==> config.mk <==
export PLATFORM = sky130hd
export DESIGN_NAME = trc_core
export DESIGN_NICKNAME = d
export VERILOG_FILES = /design/src/inc/trc_pkg.sv /design/src/rtl/trc_phase_div.sv /design/src/rtl/trc_alu.sv /design/src/rtl/trc_core.sv
export VERILOG_INCLUDE_DIRS = /design/src /design/src/inc
export SDC_FILE = /design/constraint.sdc
export NUM_CORES = 1
export LEC_CHECK = 0
export ABC_AREA = 1
export BUFFER_PORTS_ARGS = -buffer_cell sky130_fd_sc_hd__buf_2
export CORE_UTILIZATION = 40
export CTS_CLUSTER_DIAMETER = 100
export DETAILED_ROUTE_END_ITERATION = 12
export SETUP_SLACK_MARGIN = 0.3
export SYNTH_ARGS = -nofsm -noshare
export SYNTH_HDL_FRONTEND = slang
export SYNTH_HIERARCHICAL = 1
export SYNTH_SLANG_ARGS = --single-unit
==> constraint.sdc <==
create_clock -name i_ref_clk -period 5.3 [get_ports i_ref_clk]
set_input_delay 0.53 -clock i_ref_clk [delete_from_list [all_inputs] [get_ports i_ref_clk]]
set_output_delay 0.53 -clock i_ref_clk [all_outputs]
set_load 0.02 [all_outputs]
==> src/inc/trc_cfg.svh <==
// Constants of the tiny RISC core datapath
`ifndef TRC_CFG_SVH
`define TRC_CFG_SVH

// ----------------------------------------
// Widths
// ----------------------------------------
`define TRC_PC_W          9
`define TRC_INSN_W        12
`define TRC_DATA_W        8
`define TRC_FADDR_W       5
`define TRC_RADDR_W       4

// ----------------------------------------
// Timing
// ----------------------------------------
`define TRC_REF_CLK_NS    40
`define TRC_OSC_PER_INSN  4
`define TRC_LAST_PHASE    2'h3

// ----------------------------------------
// Core reset values and encodings
// ----------------------------------------
`define TRC_PC_RESET      9'h1FF
`define TRC_NOP           12'h000

// ----------------------------------------
// Data space map
// ----------------------------------------
`define TRC_ADDR_INDF     5'h00
`define TRC_ADDR_PCL      5'h02
`define TRC_ADDR_STATUS   5'h03
`define TRC_ADDR_FSR      5'h04
`define TRC_ST_Z          2
`define TRC_ST_DC         1
`define TRC_ST_C          0

// ----------------------------------------
// Control port registers
// ----------------------------------------
`define TRC_REG_CTRL      4'h0
`define TRC_REG_W         4'h1
`define TRC_REG_STATUS    4'h2
`define TRC_REG_PC_LO     4'h3
`define TRC_REG_PC_HI     4'h4
`define TRC_REG_IR_LO     4'h5
`define TRC_REG_IR_HI     4'h6
`define TRC_REG_FSR       4'h7
`define TRC_CTRL_RESET    2'h3
`define TRC_CTRL_RUN      0
`define TRC_CTRL_MASTER_CLEAR_PIN_EN  1

`endif

==> src/inc/trc_pkg.sv <==
// Types shared by the tiny RISC core files
`include "trc_cfg.svh"
package trc_pkg;
  typedef enum logic [3:0] {
    ALU_PASS_A, ALU_PASS_W, ALU_CLR, ALU_ADD, ALU_SUB, ALU_AND, ALU_IOR, ALU_XOR,
    ALU_COM, ALU_INC, ALU_DEC, ALU_RR, ALU_RL, ALU_SWAP, ALU_BCLR, ALU_BSET
  } trc_alu_op_e;

  typedef struct packed {
    logic                       we;
    logic [`TRC_FADDR_W-1:0]    addr;
    logic [`TRC_DATA_W-1:0]     wdata;
  } trc_dmem_req_s;
endpackage

==> src/rtl/trc_phase_div.sv <==
// Instruction cycle phase divider
`timescale 1ns/100ps
`default_nettype none
`include "trc_cfg.svh"
module trc_phase_div (
  input  wire logic        i_ref_clk,
  input  wire logic        i_rstn,
  input  wire logic        i_clr,
  input  wire logic        i_en,
  output logic [1:0]       o_phase,
  output logic             o_cycle_end
);
  import trc_pkg::*;
  logic [1:0] phase_reg;

  always_ff @(posedge i_ref_clk or negedge i_rstn) begin
    if (!i_rstn) begin
      phase_reg <= 2'h0;
    end else if (i_clr) begin
      phase_reg <= 2'h0;
    end else if (i_en) begin
      phase_reg <= phase_reg + 2'h1;
    end
  end

  assign o_phase     = phase_reg;
  assign o_cycle_end = i_en & ~i_clr & (phase_reg == `TRC_LAST_PHASE);
endmodule
`default_nettype wire

==> src/rtl/trc_alu.sv <==
// Eight-bit arithmetic and logic unit
`timescale 1ns/100ps
`default_nettype none
`include "trc_cfg.svh"
module trc_alu (
  input  wire logic [`TRC_DATA_W-1:0]  i_a,
  input  wire logic [`TRC_DATA_W-1:0]  i_w,
  input  wire trc_pkg::trc_alu_op_e    i_op,
  input  wire logic [2:0]              i_bit,
  input  wire logic                    i_carry,
  output logic [`TRC_DATA_W-1:0]       o_res,
  output logic                         o_c,
  output logic                         o_dc,
  output logic                         o_z
);
  import trc_pkg::*;
  // Subtract is f + ~w + 1, so carry out already means no borrow
  wire       is_sub = (i_op == ALU_SUB);
  wire [7:0] b_opnd = is_sub ? ~i_w : i_w;
  wire [8:0] sum    = {1'b0, i_a} + {1'b0, b_opnd} + {8'h00, is_sub};
  wire [4:0] nib    = {1'b0, i_a[3:0]} + {1'b0, b_opnd[3:0]} + {4'h0, is_sub};
  wire [7:0] mask   = 8'h01 << i_bit;

  always_comb begin
    o_c = sum[8];
    case (i_op)
      ALU_PASS_A: o_res = i_a;
      ALU_PASS_W: o_res = i_w;
      ALU_CLR:    o_res = 8'h00;
      ALU_ADD:    o_res = sum[7:0];
      ALU_SUB:    o_res = sum[7:0];
      ALU_AND:    o_res = i_a & i_w;
      ALU_IOR:    o_res = i_a | i_w;
      ALU_XOR:    o_res = i_a ^ i_w;
      ALU_COM:    o_res = ~i_a;
      ALU_INC:    o_res = i_a + 8'h01;
      ALU_DEC:    o_res = i_a - 8'h01;
      ALU_RR: begin
        o_res = {i_carry, i_a[7:1]};
        o_c   = i_a[0];
      end
      ALU_RL: begin
        o_res = {i_a[6:0], i_carry};
        o_c   = i_a[7];
      end
      ALU_SWAP:   o_res = {i_a[3:0], i_a[7:4]};
      ALU_BCLR:   o_res = i_a & ~mask;
      default:    o_res = i_a | mask;
    endcase
  end

  assign o_dc = nib[4];
  assign o_z  = (o_res == 8'h00);
endmodule
`default_nettype wire

==> src/rtl/trc_core.sv <==
// Tiny RISC core: fetch/execute pipeline, datapath and control port
//
// The register addresses and the plain strobed port were chosen for this implementation.
`timescale 1ns/100ps
`default_nettype none
`include "trc_cfg.svh"
module trc_core (
  input  wire logic                    i_ref_clk,
  input  wire logic                    i_rstn,
  input  wire logic                    i_master_clear_pin_n,
  output logic [`TRC_PC_W-1:0]         o_pmem_addr,
  input  wire logic [`TRC_INSN_W-1:0]  i_pmem_data,
  output trc_pkg::trc_dmem_req_s       o_dmem,
  input  wire logic [`TRC_DATA_W-1:0]  i_dmem_rdata,
  output logic                         o_quarter_osc_output,
  output logic                         o_in_reset,
  input  wire logic [`TRC_RADDR_W-1:0] i_reg_addr,
  input  wire logic [`TRC_DATA_W-1:0]  i_reg_wdata,
  input  wire logic                    i_reg_wr,
  input  wire logic                    i_reg_rd,
  output logic [`TRC_DATA_W-1:0]       o_reg_rdata
);
  import trc_pkg::*;

  // ----------------------------------------
  // State
  // ----------------------------------------
  logic [`TRC_PC_W-1:0]    pc_reg;
  logic [`TRC_PC_W-1:0]    pc_next;
  logic [`TRC_INSN_W-1:0]  ir_reg;
  logic [`TRC_DATA_W-1:0]  w_reg;
  logic [`TRC_DATA_W-1:0]  fsr_reg;
  logic [2:0]              status_reg;
  logic [2:0]              status_next;
  logic [`TRC_DATA_W-1:0]  opnd_reg;
  logic [`TRC_PC_W-1:0]    stk1_reg;
  logic [`TRC_PC_W-1:0]    stk2_reg;
  logic [1:0]              ctrl_reg;
  trc_dmem_req_s           dmem_reg;
  logic [`TRC_DATA_W-1:0]  rdata_reg;
  logic [1:0]              phase;
  logic                    cycle_end;

  // ----------------------------------------
  // Reset and timing
  // ----------------------------------------
  wire core_hold = ctrl_reg[`TRC_CTRL_MASTER_CLEAR_PIN_EN] & ~i_master_clear_pin_n;
  wire run       = ctrl_reg[`TRC_CTRL_RUN];

  trc_phase_div u_div (
    .i_ref_clk   (i_ref_clk),
    .i_rstn      (i_rstn),
    .i_clr       (core_hold),
    .i_en        (run),
    .o_phase     (phase),
    .o_cycle_end (cycle_end)
  );

  // ----------------------------------------
  // Decode
  // ----------------------------------------
  trc_alu_op_e alu_op;
  logic        wr_w;
  logic        wr_f;
  logic        fl_z;
  logic        fl_arith;
  logic        fl_rot;
  logic        skip_zero;
  logic        tst_clr;
  logic        tst_set;
  logic        is_ret;
  logic        is_call;
  logic        is_goto;
  logic        use_lit;

  wire       dest_f = ir_reg[5];
  wire [2:0] bit_no = ir_reg[7:5];
  wire [7:0] lit    = ir_reg[7:0];
  // Indirect slot redirects through the pointer, any op on any register
  wire [4:0] fa = (ir_reg[4:0] == `TRC_ADDR_INDF) ? fsr_reg[4:0] : ir_reg[4:0];

  always_comb begin
    alu_op    = ALU_PASS_A;
    wr_w      = 1'b0;
    wr_f      = 1'b0;
    fl_z      = 1'b0;
    fl_arith  = 1'b0;
    fl_rot    = 1'b0;
    skip_zero = 1'b0;
    tst_clr   = 1'b0;
    tst_set   = 1'b0;
    is_ret    = 1'b0;
    is_call   = 1'b0;
    is_goto   = 1'b0;
    use_lit   = ir_reg[11];
    casez (ir_reg[11:6])
      6'b000000: begin
        alu_op = ALU_PASS_W;
        wr_f   = dest_f;
      end
      6'b000001: begin alu_op = ALU_CLR;  fl_z = 1'b1; end
      6'b000010: begin alu_op = ALU_SUB;  fl_arith = 1'b1; end
      6'b000011: begin alu_op = ALU_DEC;  fl_z = 1'b1; end
      6'b000100: begin alu_op = ALU_IOR;  fl_z = 1'b1; end
      6'b000101: begin alu_op = ALU_AND;  fl_z = 1'b1; end
      6'b000110: begin alu_op = ALU_XOR;  fl_z = 1'b1; end
      6'b000111: begin alu_op = ALU_ADD;  fl_arith = 1'b1; end
      6'b001000: begin alu_op = ALU_PASS_A; fl_z = 1'b1; end
      6'b001001: begin alu_op = ALU_COM;  fl_z = 1'b1; end
      6'b001010: begin alu_op = ALU_INC;  fl_z = 1'b1; end
      6'b001011: begin alu_op = ALU_DEC;  skip_zero = 1'b1; end
      6'b001100: begin alu_op = ALU_RR;   fl_rot = 1'b1; end
      6'b001101: begin alu_op = ALU_RL;   fl_rot = 1'b1; end
      6'b001110: alu_op = ALU_SWAP;
      6'b001111: begin alu_op = ALU_INC;  skip_zero = 1'b1; end
      6'b0100??: begin alu_op = ALU_BCLR; wr_f = 1'b1; end
      6'b0101??: begin alu_op = ALU_BSET; wr_f = 1'b1; end
      6'b0110??: tst_clr = 1'b1;
      6'b0111??: tst_set = 1'b1;
      6'b1000??: begin is_ret = 1'b1; wr_w = 1'b1; end
      6'b1001??: is_call = 1'b1;
      6'b101???: is_goto = 1'b1;
      6'b1100??: wr_w = 1'b1;
      6'b1101??: begin alu_op = ALU_IOR; wr_w = 1'b1; fl_z = 1'b1; end
      6'b1110??: begin alu_op = ALU_AND; wr_w = 1'b1; fl_z = 1'b1; end
      default:   begin alu_op = ALU_XOR; wr_w = 1'b1; fl_z = 1'b1; end
    endcase
    if (ir_reg[11:10] == 2'b00 && ir_reg[11:6] != 6'b000000) begin
      wr_w = ~dest_f;
      wr_f = dest_f;
    end
  end

  // ----------------------------------------
  // Operand fetch and ALU
  // ----------------------------------------
  // Special registers live here so ordinary data ops reach them
  wire sfr_hit = (fa == `TRC_ADDR_INDF) | (fa == `TRC_ADDR_PCL) |
                 (fa == `TRC_ADDR_STATUS) | (fa == `TRC_ADDR_FSR);
  wire [7:0] sfr_rd = (fa == `TRC_ADDR_PCL)    ? pc_reg[7:0] :
                      (fa == `TRC_ADDR_STATUS) ? {5'h00, status_reg} :
                      (fa == `TRC_ADDR_FSR)    ? fsr_reg : 8'h00;
  wire [7:0] file_rd = sfr_hit ? sfr_rd : i_dmem_rdata;

  logic [7:0] alu_res;
  logic       alu_c;
  logic       alu_dc;
  logic       alu_z;

  trc_alu u_alu (
    .i_a     (use_lit ? lit : opnd_reg),
    .i_w     (w_reg),
    .i_op    (alu_op),
    .i_bit   (bit_no),
    .i_carry (status_reg[`TRC_ST_C]),
    .o_res   (alu_res),
    .o_c     (alu_c),
    .o_dc    (alu_dc),
    .o_z     (alu_z)
  );

  // ----------------------------------------
  // Branch and flag resolution
  // ----------------------------------------
  wire pcl_wr   = wr_f & (fa == `TRC_ADDR_PCL);
  wire st_wr    = wr_f & (fa == `TRC_ADDR_STATUS);
  wire fsr_wr   = wr_f & (fa == `TRC_ADDR_FSR);
  wire ext_wr   = wr_f & ~sfr_hit;
  wire tst_bit  = opnd_reg[bit_no];
  wire do_skip  = (skip_zero & alu_z) | (tst_clr & ~tst_bit) | (tst_set & tst_bit);
  wire branch   = is_goto | is_call | is_ret | pcl_wr | do_skip;
  wire commit   = cycle_end & ~core_hold;

  always_comb begin
    pc_next = pc_reg + 9'h001;
    if (is_goto) begin
      pc_next = ir_reg[8:0];
    end else if (is_call) begin
      pc_next = {1'b0, lit};
    end else if (is_ret) begin
      pc_next = stk1_reg;
    end else if (pcl_wr) begin
      pc_next = {1'b0, alu_res};
    end
  end

  always_comb begin
    status_next = st_wr ? alu_res[2:0] : status_reg;
    if (fl_z | fl_arith) begin
      status_next[`TRC_ST_Z] = alu_z;
    end
    if (fl_arith) begin
      status_next[`TRC_ST_DC] = alu_dc;
    end
    if (fl_arith | fl_rot) begin
      status_next[`TRC_ST_C] = alu_c;
    end
  end

  // ----------------------------------------
  // Pipeline: fetch overlaps execute
  // ----------------------------------------
  always_ff @(posedge i_ref_clk or negedge i_rstn) begin
    if (!i_rstn) begin
      pc_reg <= `TRC_PC_RESET;
      ir_reg <= `TRC_NOP;
    end else if (core_hold) begin
      pc_reg <= `TRC_PC_RESET;
      ir_reg <= `TRC_NOP;
    end else if (cycle_end) begin
      pc_reg <= pc_next;
      ir_reg <= branch ? `TRC_NOP : i_pmem_data;
    end
  end

  always_ff @(posedge i_ref_clk or negedge i_rstn) begin
    if (!i_rstn) begin
      w_reg      <= 8'h00;
      fsr_reg    <= 8'h00;
      status_reg <= 3'h0;
      stk1_reg   <= 9'h000;
      stk2_reg   <= 9'h000;
    end else if (commit) begin
      w_reg      <= wr_w ? alu_res : w_reg;
      fsr_reg    <= fsr_wr ? alu_res : fsr_reg;
      status_reg <= status_next;
      stk1_reg   <= is_call ? pc_reg : (is_ret ? stk2_reg : stk1_reg);
      stk2_reg   <= is_call ? stk1_reg : stk2_reg;
    end
  end

  // ----------------------------------------
  // Data bus: address in phase 1, write in phase 3
  // ----------------------------------------
  // Data bus runs on its own port, free of the fetch port
  always_ff @(posedge i_ref_clk or negedge i_rstn) begin
    if (!i_rstn) begin
      dmem_reg <= '0;
      opnd_reg <= 8'h00;
    end else if (core_hold) begin
      dmem_reg.we <= 1'b0;
    end else if (run) begin
      if (phase == 2'h0) begin
        dmem_reg.addr <= fa;
      end
      if (phase == 2'h1) begin
        opnd_reg <= file_rd;
      end
      dmem_reg.we <= (phase == 2'h2) & ext_wr;
      if (phase == 2'h2) begin
        dmem_reg.wdata <= alu_res;
      end
    end
  end

  // ----------------------------------------
  // Control port
  // ----------------------------------------
  wire [7:0] reg_rd_mux =
    (i_reg_addr == `TRC_REG_CTRL)   ? {6'h00, ctrl_reg} :
    (i_reg_addr == `TRC_REG_W)      ? w_reg :
    (i_reg_addr == `TRC_REG_STATUS) ? {5'h00, status_reg} :
    (i_reg_addr == `TRC_REG_PC_LO)  ? pc_reg[7:0] :
    (i_reg_addr == `TRC_REG_PC_HI)  ? {7'h00, pc_reg[8]} :
    (i_reg_addr == `TRC_REG_IR_LO)  ? ir_reg[7:0] :
    (i_reg_addr == `TRC_REG_IR_HI)  ? {4'h0, ir_reg[11:8]} :
    (i_reg_addr == `TRC_REG_FSR)    ? fsr_reg : 8'h00;

  always_ff @(posedge i_ref_clk or negedge i_rstn) begin
    if (!i_rstn) begin
      ctrl_reg  <= `TRC_CTRL_RESET;
      rdata_reg <= 8'h00;
    end else begin
      if (i_reg_wr && i_reg_addr == `TRC_REG_CTRL) begin
        ctrl_reg <= i_reg_wdata[1:0];
      end
      rdata_reg <= i_reg_rd ? reg_rd_mux : 8'h00;
    end
  end

  assign o_pmem_addr          = pc_reg;
  assign o_dmem               = dmem_reg;
  assign o_quarter_osc_output = phase[1];
  assign o_in_reset           = core_hold;
  assign o_reg_rdata          = rdata_reg;

  wire       sub_nb  = (opnd_reg >= w_reg);
  wire [4:0] fsr_lo  = fsr_reg[4:0];
  wire       ind_sel = (ir_reg[4:0] == `TRC_ADDR_INDF);
endmodule
`default_nettype wire

==> results of run 1 <==
logic make-up (layout without fill, tap and decap cells):
family | count (synthesis) | count (layout) | synth area share [%]
compound gates | 209 | 209 | 17.0
xor+xnor | 21 | 21 | 2.52
fa+ha+maj | 13 | 13 | 2.33
buf+inv | 175 | 249 | 9.75
flops | 92 | 92 | 31.7
simple gates | 607 | 607 | 36.7
layout by cell type (no fill, tap or decap), drive strengths merged, types with 16 or more instances in the layout:
cell type | synthesis | routed
a21oi | 37 | 37
buf | 13 | 84
dfrtp | 81 | 81
inv | 145 | 147
nand2 | 340 | 340
nand3 | 93 | 93
nand4 | 21 | 21
nor2 | 128 | 128
nor3 | 18 | 18
o21ai | 116 | 116
o22ai | 19 | 19
xor2 | 16 | 16
worst max path at each step:
stage	to	slack (ps)	cells past startpoint
after floorplan	ir_reg[0]$_DFFE_PN0P_	1240	29
after detailed placement	ir_reg[8]$_DFFE_PN0P_	490	31
after global placement	ir_reg[0]$_DFFE_PN0P_	530	31
after global routing	ir_reg[9]$_DFFE_PN0P_	300	30
after CTS	ir_reg[10]$_DFFE_PN0P_	470	31
final	ir_reg[10]$_DFFE_PN0P_	740	30
metrics by stage:
stage	instances	hold slack, ps
floorplan	1117	234
global placement	1403	464
detailed placement	1403	467
CTS	1419	202
global route	1420	229
finish	1420	176
layout make-up:
cell class / instances / area share, %
Multi-Input combinational cell: 850 / 52.2
Sequential cell: 92 / 28.1
Inverter: 149 / 6.84
Timing Repair Buffer: 84 / 5.76
Tap cell: 229 / 3.47
Clock buffer: 11 / 3.06
Clock inverter: 5 / 0.531
power breakdown:
part / switching, mW / leakage (nW) / internal (mW)
Combinational: 1.27 / 2.79 / 0.567
Clock: 0.295 / 0.140 / 0.350
Sequential: 0.142 / 1.18 / 0.837
layer usage:
layer | vias up | global-route usage, % | share of wire, %
li1 | 3811 | - | -
met1 | 3568 | 37.5 | 45
met2 | 279 | 41.6 | 45
met3 | 58 | 4.00 | 6.1
met4 | 0 | 10.1 | 3.4
met5 | - | 0 | 0
what timing repair did:
item	in CTS	in global routing
buffers inserted	0	1
setup endpoints to repair	0	12
resized for setup	0	15
==> results.yml, run 1 <==
global_route:
  grt_overflow_total: 0
  gr-usage-all-layers_pct: 26.8
  grt_pass1_vias: 7073
  grt_antenna_before_repair: 0
  grt_pass1_wl_um: 38200
  grt_max_degree: 49
place:
  gp_congestion: 0.968
  dpl-instance-area_mm2: 0.00791
  hpwlAfterDp_um: 19100
  io_buffer_count: 63
  dp_slack_ps: 485
sta:
  relSlewSlack_pct: 24.3
  tns_ps: 0
  rsz0062_at_grt: "false"
  setup_viol: 0
  hold_viol: 0
  fin_ws_ps: 737
  fin_skew_ps: 10.1
  worst_pin_slew_ps: 1130
  layout_min_cycle_time_ps: 4560
  fmax_ghz: 0.219
  final-max-slew-violation-count: 0
  fin_crit_sh_pct: 86.1
synthesis:
  ys_types: 55
  ys_ff_latch: 92
  yosys.area.top_type: "dfrtp_1"
  async_reset_ff_share_pct: 100
  synthTopCellsByCount: "nand2_1, inv_1, nor2_1"
  yosysMostFrequentCell: "nand2_1"
  syn_area_mm2: 0.00730
  synth_top_area_share_pct: 27.8
  synth-edff-count: 0
  yosys_warnings: 6
  synthFlopType: "dfrtp_1"
  syn_area_per_cell_um2: 6.54
  syn_nets: 1167
  synth_seq_area_share_pct: 31.7
  synth_area_leaders: "dfrtp_1, nand2_1, inv_1"
  synthCells: 1117
setup_path:
  end_kind: "flop"
  critPathKind: "flop to flop"
  crit_family: "simple AND/OR/NAND/NOR gates"
  worst-r2r-cell-count: 30
  r2r_slack_ps: 740
  worstPathMaxFanout: 12
  startpoint_type: "flop"
  critPathMaxStageDelay_ps: 450
  critPathRequiredTime_ps: 5500
  crit_path_top_delay_cell: "fa_1"
  worstReg2RegEnd: "ir_reg[10]$_DFFE_PN0P_"
  arrival_ps: 4760
  r2r_start: "ir_reg[10]$_DFFE_PN0P_"
  crit_buf_inv: 3
  startpoint: "ir_reg[10]$_DFFE_PN0P_"
  worst_path_most_repeated_cell: "nor2_1"
die:
  dieHeight_um: 137
  initial_core_util_pct: 40.8
  core-area_mm2: 0.0179
  chipWidth_um: 137
  floorplan.rows: 49
  dieArea_mm2: 0.0188
  design.portCount: 70
route:
  drt_iter0_markers: 572
  via_per_inst: 5.43
  post_drt_wl_per_cell_um: 17.3
  wl_um: 24500
  drtAntennaViolNets: 0
  drc: 0
  num_vias: 7716
  dr.pass1.iters: 5
final_layout:
  fin_util_pct: 46.1
  fin_nets: 1236
  design_area_mm2: 0.00825
  regArea_mm2: 0.00232
  largest_register_ffs: 14
  antenna_cells: 0
  area_growth_pct: 13.0
  fillers: 1932
  multi_input_area_mm2: 0.00431
  drive_gt1_share_pct: 15.5
clock_tree:
  cts_tree: "built"
  cts.path.max_buffers: 2
  path_clk_slew_ps: 70
  hold_buffers: 0
  numClockSinks: 92
  clock_latency_ps: 350
  htree_levels: 3
  clk_root_buffer_cell: "clkbuf_16"
  numCtsBuffers: 9
power_and_ir_drop:
  p_total_mw: 3.47
  power_leakage_nw: 4.11
  powerDensity_mw_per_mm2: 420
  ir_drop_mv: 0.225
run_status:
  status: "finished clean"
job:
  cap_violations: 0
min_path:
  worstHoldPathType: "primary input to asynchronous set/reset pin"
Note: power is estimated with default switching activity, not from simulation.
==> run 2: changes to the inputs <==
- PLACE_DENSITY_LB_ADDON: unset -> 0.3
==> run 2 against run 1 <==
  * Total power rose by 1.5%
  * Fmax is 1.6% lower
  * Utilization about the same
  * Sequential share of layout area about the same
  * Combinational power hardly changed
  * Critical path depth increased by 1
  * Sequential power barely moved
  * Flip-flop and latch count is the same
  * First-iteration DRC count rose by 35%
  * Register-to-register slack worse by 70 ps
  * Critical path type unchanged
==> results.yml, run 2 (synthesis results as in run 1) <==
sta:
  layout_min_cycle_time_ps: 4640
  tns_ps: 0
  final-max-slew-violation-count: 0
  fmax_ghz: 0.216
  worst_pin_slew_ps: 1040
  hold_viol: 0
  rsz0062_at_grt: "false"
  setup_viol: 0
  relSlewSlack_pct: 29.8
  fin_skew_ps: 9.41
  fin_crit_sh_pct: 87.5
final_layout:
  final_common_cell: "nand2_1"
  mostFrequentLayoutCells: "nand2_1, inv_1, nor2_1, o21ai_0, nand3_1"
  fin_nets: 1235
  largest_register_ffs: 14
  area_growth_pct: 13.0
  drive_gt1_share_pct: 14.8
  fillers: 1869
clock_tree:
  numCtsBuffers: 9
  clock_latency_ps: 350
  path_clk_slew_ps: 70
  cts.path.max_buffers: 2
  cts_tree: "built"
  cts_resized: 0
  htree_levels: 3
  clk_root_buffer_cell: "clkbuf_16"
  post-cts-setup-buffers: 0
  numClockSinks: 92
  hold_buffers: 0
route:
  drc: 0
  wl_um: 23700
  dr.pass1.iters: 5
  via_per_inst: 5.44
  num_vias: 7729
  post_drt_wl_per_cell_um: 16.7
  drtAntennaViolNets: 0
  drt_iter0_markers: 773
global_route:
  grt_antenna_before_repair: 1
  grt_overflow_total: 0
  grt_pass1_wl_um: 37400
  grt_max_degree: 51
  gr-usage-all-layers_pct: 26.0
  grt_pass1_vias: 7125
min_path:
  worstHoldPathType: "primary input to asynchronous set/reset pin"
setup_path:
  critPathKind: "flop to flop"
  arrival_ps: 4830
  critPathMaxStageDelay_ps: 540
  r2r_slack_ps: 660
  startpoint_type: "flop"
  worstPathMaxFanout: 10
  worst-r2r-cell-count: 31
  end_kind: "flop"
  crit_path_top_delay_cell: "fa_1"
  worst_path_most_repeated_cell: "nand2_1"
  critPathRequiredTime_ps: 5500
place:
  gp_congestion: 1.02
  io_buffer_count: 63
  hpwlAfterDp_um: 18600
power_and_ir_drop:
  ir_drop_mv: 0.207
  power_leakage_nw: 4.11
  p_total_mw: 3.52
  p_comb_share_pct: 52.4
  switching_share_pct: 48.2
  powerDensity_mw_per_mm2: 426
  p_seq_share_pct: 27.8
  clockPowerShare_pct: 19.8
  power.internal_mw: 1.82
  p_sw_mw: 1.70
die:
  chipWidth_um: 137
  dieHeight_um: 137
  dieArea_mm2: 0.0188
  design.portCount: 70
  core-area_mm2: 0.0179
  floorplan.rows: 49
  initial_core_util_pct: 40.8
job:
  cap_violations: 0
run_status:
  status: "finished clean"
## run 2: layout make-up
type	count	area, µm²	share of cell area (%)
sequential	92	2320	28.1
inverter	149	564	6.84
timing repair buffer	83	468	5.67
clock inverter	5	86.3	1.05
tap	229	287	3.47
multi-input combinational	850	4290	52.0
antenna	1	2.50	0.0303
clock buffer	11	233	2.82
## run 2: path summary, 6_finish.rpt
check	start	endpoint
max in group asynchronous	i_rstn	o_pmem_addr[4]$_DFFE_PN1P_
worst min-delay path	i_rstn	stk2_reg[8]$_DFFE_PN0P_
worst max register to register	ir_reg[10]$_DFFE_PN0P_	ir_reg[11]$_DFFE_PN0P_
min in group i_ref_clk	i_reg_wdata[1]	ctrl_reg[1]$_DFFE_PN1P_
worst max-delay path	ir_reg[10]$_DFFE_PN0P_	ir_reg[11]$_DFFE_PN0P_
worst min register to register	o_dmem[5]$_DFFE_PN0P_	o_dmem[5]$_DFFE_PN0P_
## run 2: critical path: cells and delay by family, from the launching register on
kind,cells,cell delay (ps)
buffers and inverters,4,410
xor gates and xnor gates,1,200
AOI/OAI and AO/OA,1,70
DFF,1,400
and+or+nand+nor,24,2850
adders and majority gates,1,540
## run 2: routing by layer
layer | track usage [%] | routed length [µm] | vias to the layer above
li1 | - | - | 3806
met1 | 35.0 | 10500 | 3524
met2 | 41.5 | 10800 | 336
met3 | 3.26 | 1520 | 63
met4 | 11.8 | 947 | 0
met5 | 0 | 0 | -
## run 2: metrics by stage
stage	util (%)	hold slack, ps	worst slack, ps	instances	cell area [µm²]
final	46.1	184	664	1420	8250
after global routing	46.1	247	333	1419	8250
after CTS	46.0	217	494	1419	8230
after detailed placement	44.2	468	508	1403	7910
after global placement	44.2	466	593	1403	7910
after floorplan	-	234	1240	1117	7300
## run 2: power groups by stage
stage          combinational [mW]  clock (mW)  sequential, mW
2_1_floorplan                1.19           0           0.995
3_3_place_gp                 1.78           0           0.984
6_report                     1.84       0.698           0.977
3_5_place_dp                 1.80           0           0.984
4_1_cts                      1.81       0.705           0.972
5_1_grt                      2.03       0.739           0.990
==> run 3: changes to the inputs <==
- MAX_ROUTING_LAYER: unset -> met4
- PLACE_DENSITY_LB_ADDON: 0.3 -> 0.05
==> run 3 against run 2 <==
  * Fmax rose by 1.3%
  * Sequential share of layout area is 0.29 points lower
  * Worst setup slack better by 59 ps
  * Via count down 0.21%
  * Final cell count up 0.28%
  * Utilization is 0.51 points higher
  * First-iteration DRC count fell by 18%
  * Combinational power rose by 3%
==> results.yml, run 3 (synthesis results as in run 1) <==
setup_path:
  critPathMaxStageDelay_ps: 460
  end_kind: "flop"
  worstPathMaxFanout: 10
  worst_path_most_repeated_cell: "nand2_1"
  startpoint_type: "flop"
  critPathRequiredTime_ps: 5510
  critPathKind: "flop to flop"
  worst-r2r-cell-count: 31
  arrival_ps: 4790
  crit_path_top_delay_cell: "dfrtp_2"
route:
  via_per_inst: 5.42
  drc: 0
  num_vias: 7713
  dr.pass1.iters: 5
  wl_um: 25300
  post_drt_wl_per_cell_um: 17.8
  drt_iter0_markers: 636
  drtAntennaViolNets: 0
run_status:
  status: "finished clean"
place:
  dp_slack_ps: 455
  dpl-instance-area_mm2: 0.00793
  hpwlAfterDp_um: 19700
  io_buffer_count: 63
  gp_congestion: 1.01
global_route:
  grt_max_degree: 48
  grt_pass1_wl_um: 39100
  grt_pass1_vias: 7107
  grt_antenna_before_repair: 0
  grt_overflow_total: 0
  gr-usage-all-layers_pct: 28.7
sta:
  final-max-slew-violation-count: 0
  hold_viol: 0
  relSlewSlack_pct: 25.6
  worst_pin_slew_ps: 1110
  tns_ps: 0
  fmax_ghz: 0.218
  setup_viol: 0
  fin_skew_ps: 9.11
  fin_ws_ps: 723
  fin_crit_sh_pct: 86.4
  layout_min_cycle_time_ps: 4580
  hold_ws_ps: 177
  rsz0062_at_grt: "false"
final_layout:
  drive_gt1_share_pct: 16.2
  largest_register_ffs: 14
  final_common_cell: "nand2_1"
  area_growth_pct: 14.3
  design_area_mm2: 0.00835
  mostFrequentLayoutCells: "nand2_1, inv_1, nor2_1, o21ai_0, nand3_1"
  fin_nets: 1240
  regArea_mm2: 0.00232
  fillers: 1918
  antenna_cells: 0
  multi_input_area_mm2: 0.00432
clock_tree:
  path_clk_slew_ps: 70
  clk_root_buffer_cell: "clkbuf_16"
  numClockSinks: 92
  htree_levels: 3
  cts_tree: "built"
  numCtsBuffers: 9
  cts.path.max_buffers: 2
  hold_buffers: 0
  clock_latency_ps: 360
power_and_ir_drop:
  powerDensity_mw_per_mm2: 432
  ir_drop_mv: 0.195
  power_leakage_nw: 4.14
die:
  core-area_mm2: 0.0179
  floorplan.rows: 49
  chipWidth_um: 137
  dieArea_mm2: 0.0188
  design.portCount: 70
  dieHeight_um: 137
  initial_core_util_pct: 40.8
job:
  cap_violations: 0
min_path:
  worstHoldPathType: "primary input to asynchronous set/reset pin"
==> run 3: final cells by class <==
class / count / share of cell area, %
multi-input cells: 850 / 51.7
flip-flops and latches: 92 / 27.8
inverters: 149 / 6.85
repair buffers: 88 / 6.21
well taps: 229 / 3.43
clock buffers: 10 / 2.86
clock inverters: 6 / 1.12
==> run 3: critical path: cells and delay by family, from the launching register on <==
family / cells / cell delay (ps)
AO/OA/AOI/OAI: 4 / 470
XOR/XNOR: 1 / 150
adder cells (fa/ha/maj): 1 / 350
buffers and inverters: 5 / 660
flip-flops: 1 / 460
AND/OR/NAND/NOR: 20 / 2330
==> run 3: worst paths after layout <==
| kind | from | end | slack [ps] |
|---|---|---|---|
| setup / recovery | ir_reg[9]$_DFFE_PN0P_ | ir_reg[10]$_DFFE_PN0P_ | 720 |
| hold / removal | i_rstn | stk1_reg[7]$_DFFE_PN0P_ | 180 |
| setup reg to reg | ir_reg[9]$_DFFE_PN0P_ | ir_reg[10]$_DFFE_PN0P_ | 720 |
| hold reg to reg | o_dmem[0]$_DFFE_PN0P_ | o_dmem[0]$_DFFE_PN0P_ | 480 |
| max in group asynchronous | i_rstn | opnd_reg[7]$_DFFE_PN0P_ | 4040 |
| min in group i_ref_clk | i_reg_wdata[0] | ctrl_reg[0]$_DFFE_PN1P_ | 400 |
==> run 3: stage by stage <==
stage               power, mW  cells  util [%]
floorplan                2.18   1117         -
global placement         2.82   1404      44.3
detailed placement       2.82   1404      44.3
CTS                      3.57   1420      46.1
global route             3.86   1424      46.6
finish                   3.60   1424      46.6
==> run 3: power by group <==
group          internal (mW)  total [mW]  leakage (nW)  switching [mW]
logic                  0.578        1.89          2.80            1.31
clock network          0.432       0.733         0.165           0.301
registers              0.837       0.979          1.18           0.142
==> run 3: repair_timing <==
action | CTS | global route
setup buffers | 0 | 4
endpoints found under the setup margin | 0 | 15
gates resized for setup | 0 | 20
==> run 3: metal layers <==
metal / track usage [%] / vias up / routed length (µm)
met1: 38.6 / 3549 / 11700
li1: - / 3821 / -
met3: 4.15 / 64 / 1420
met4: 13.6 / 0 / 937
met5: - / - / 0
met2: 42.3 / 279 / 11300
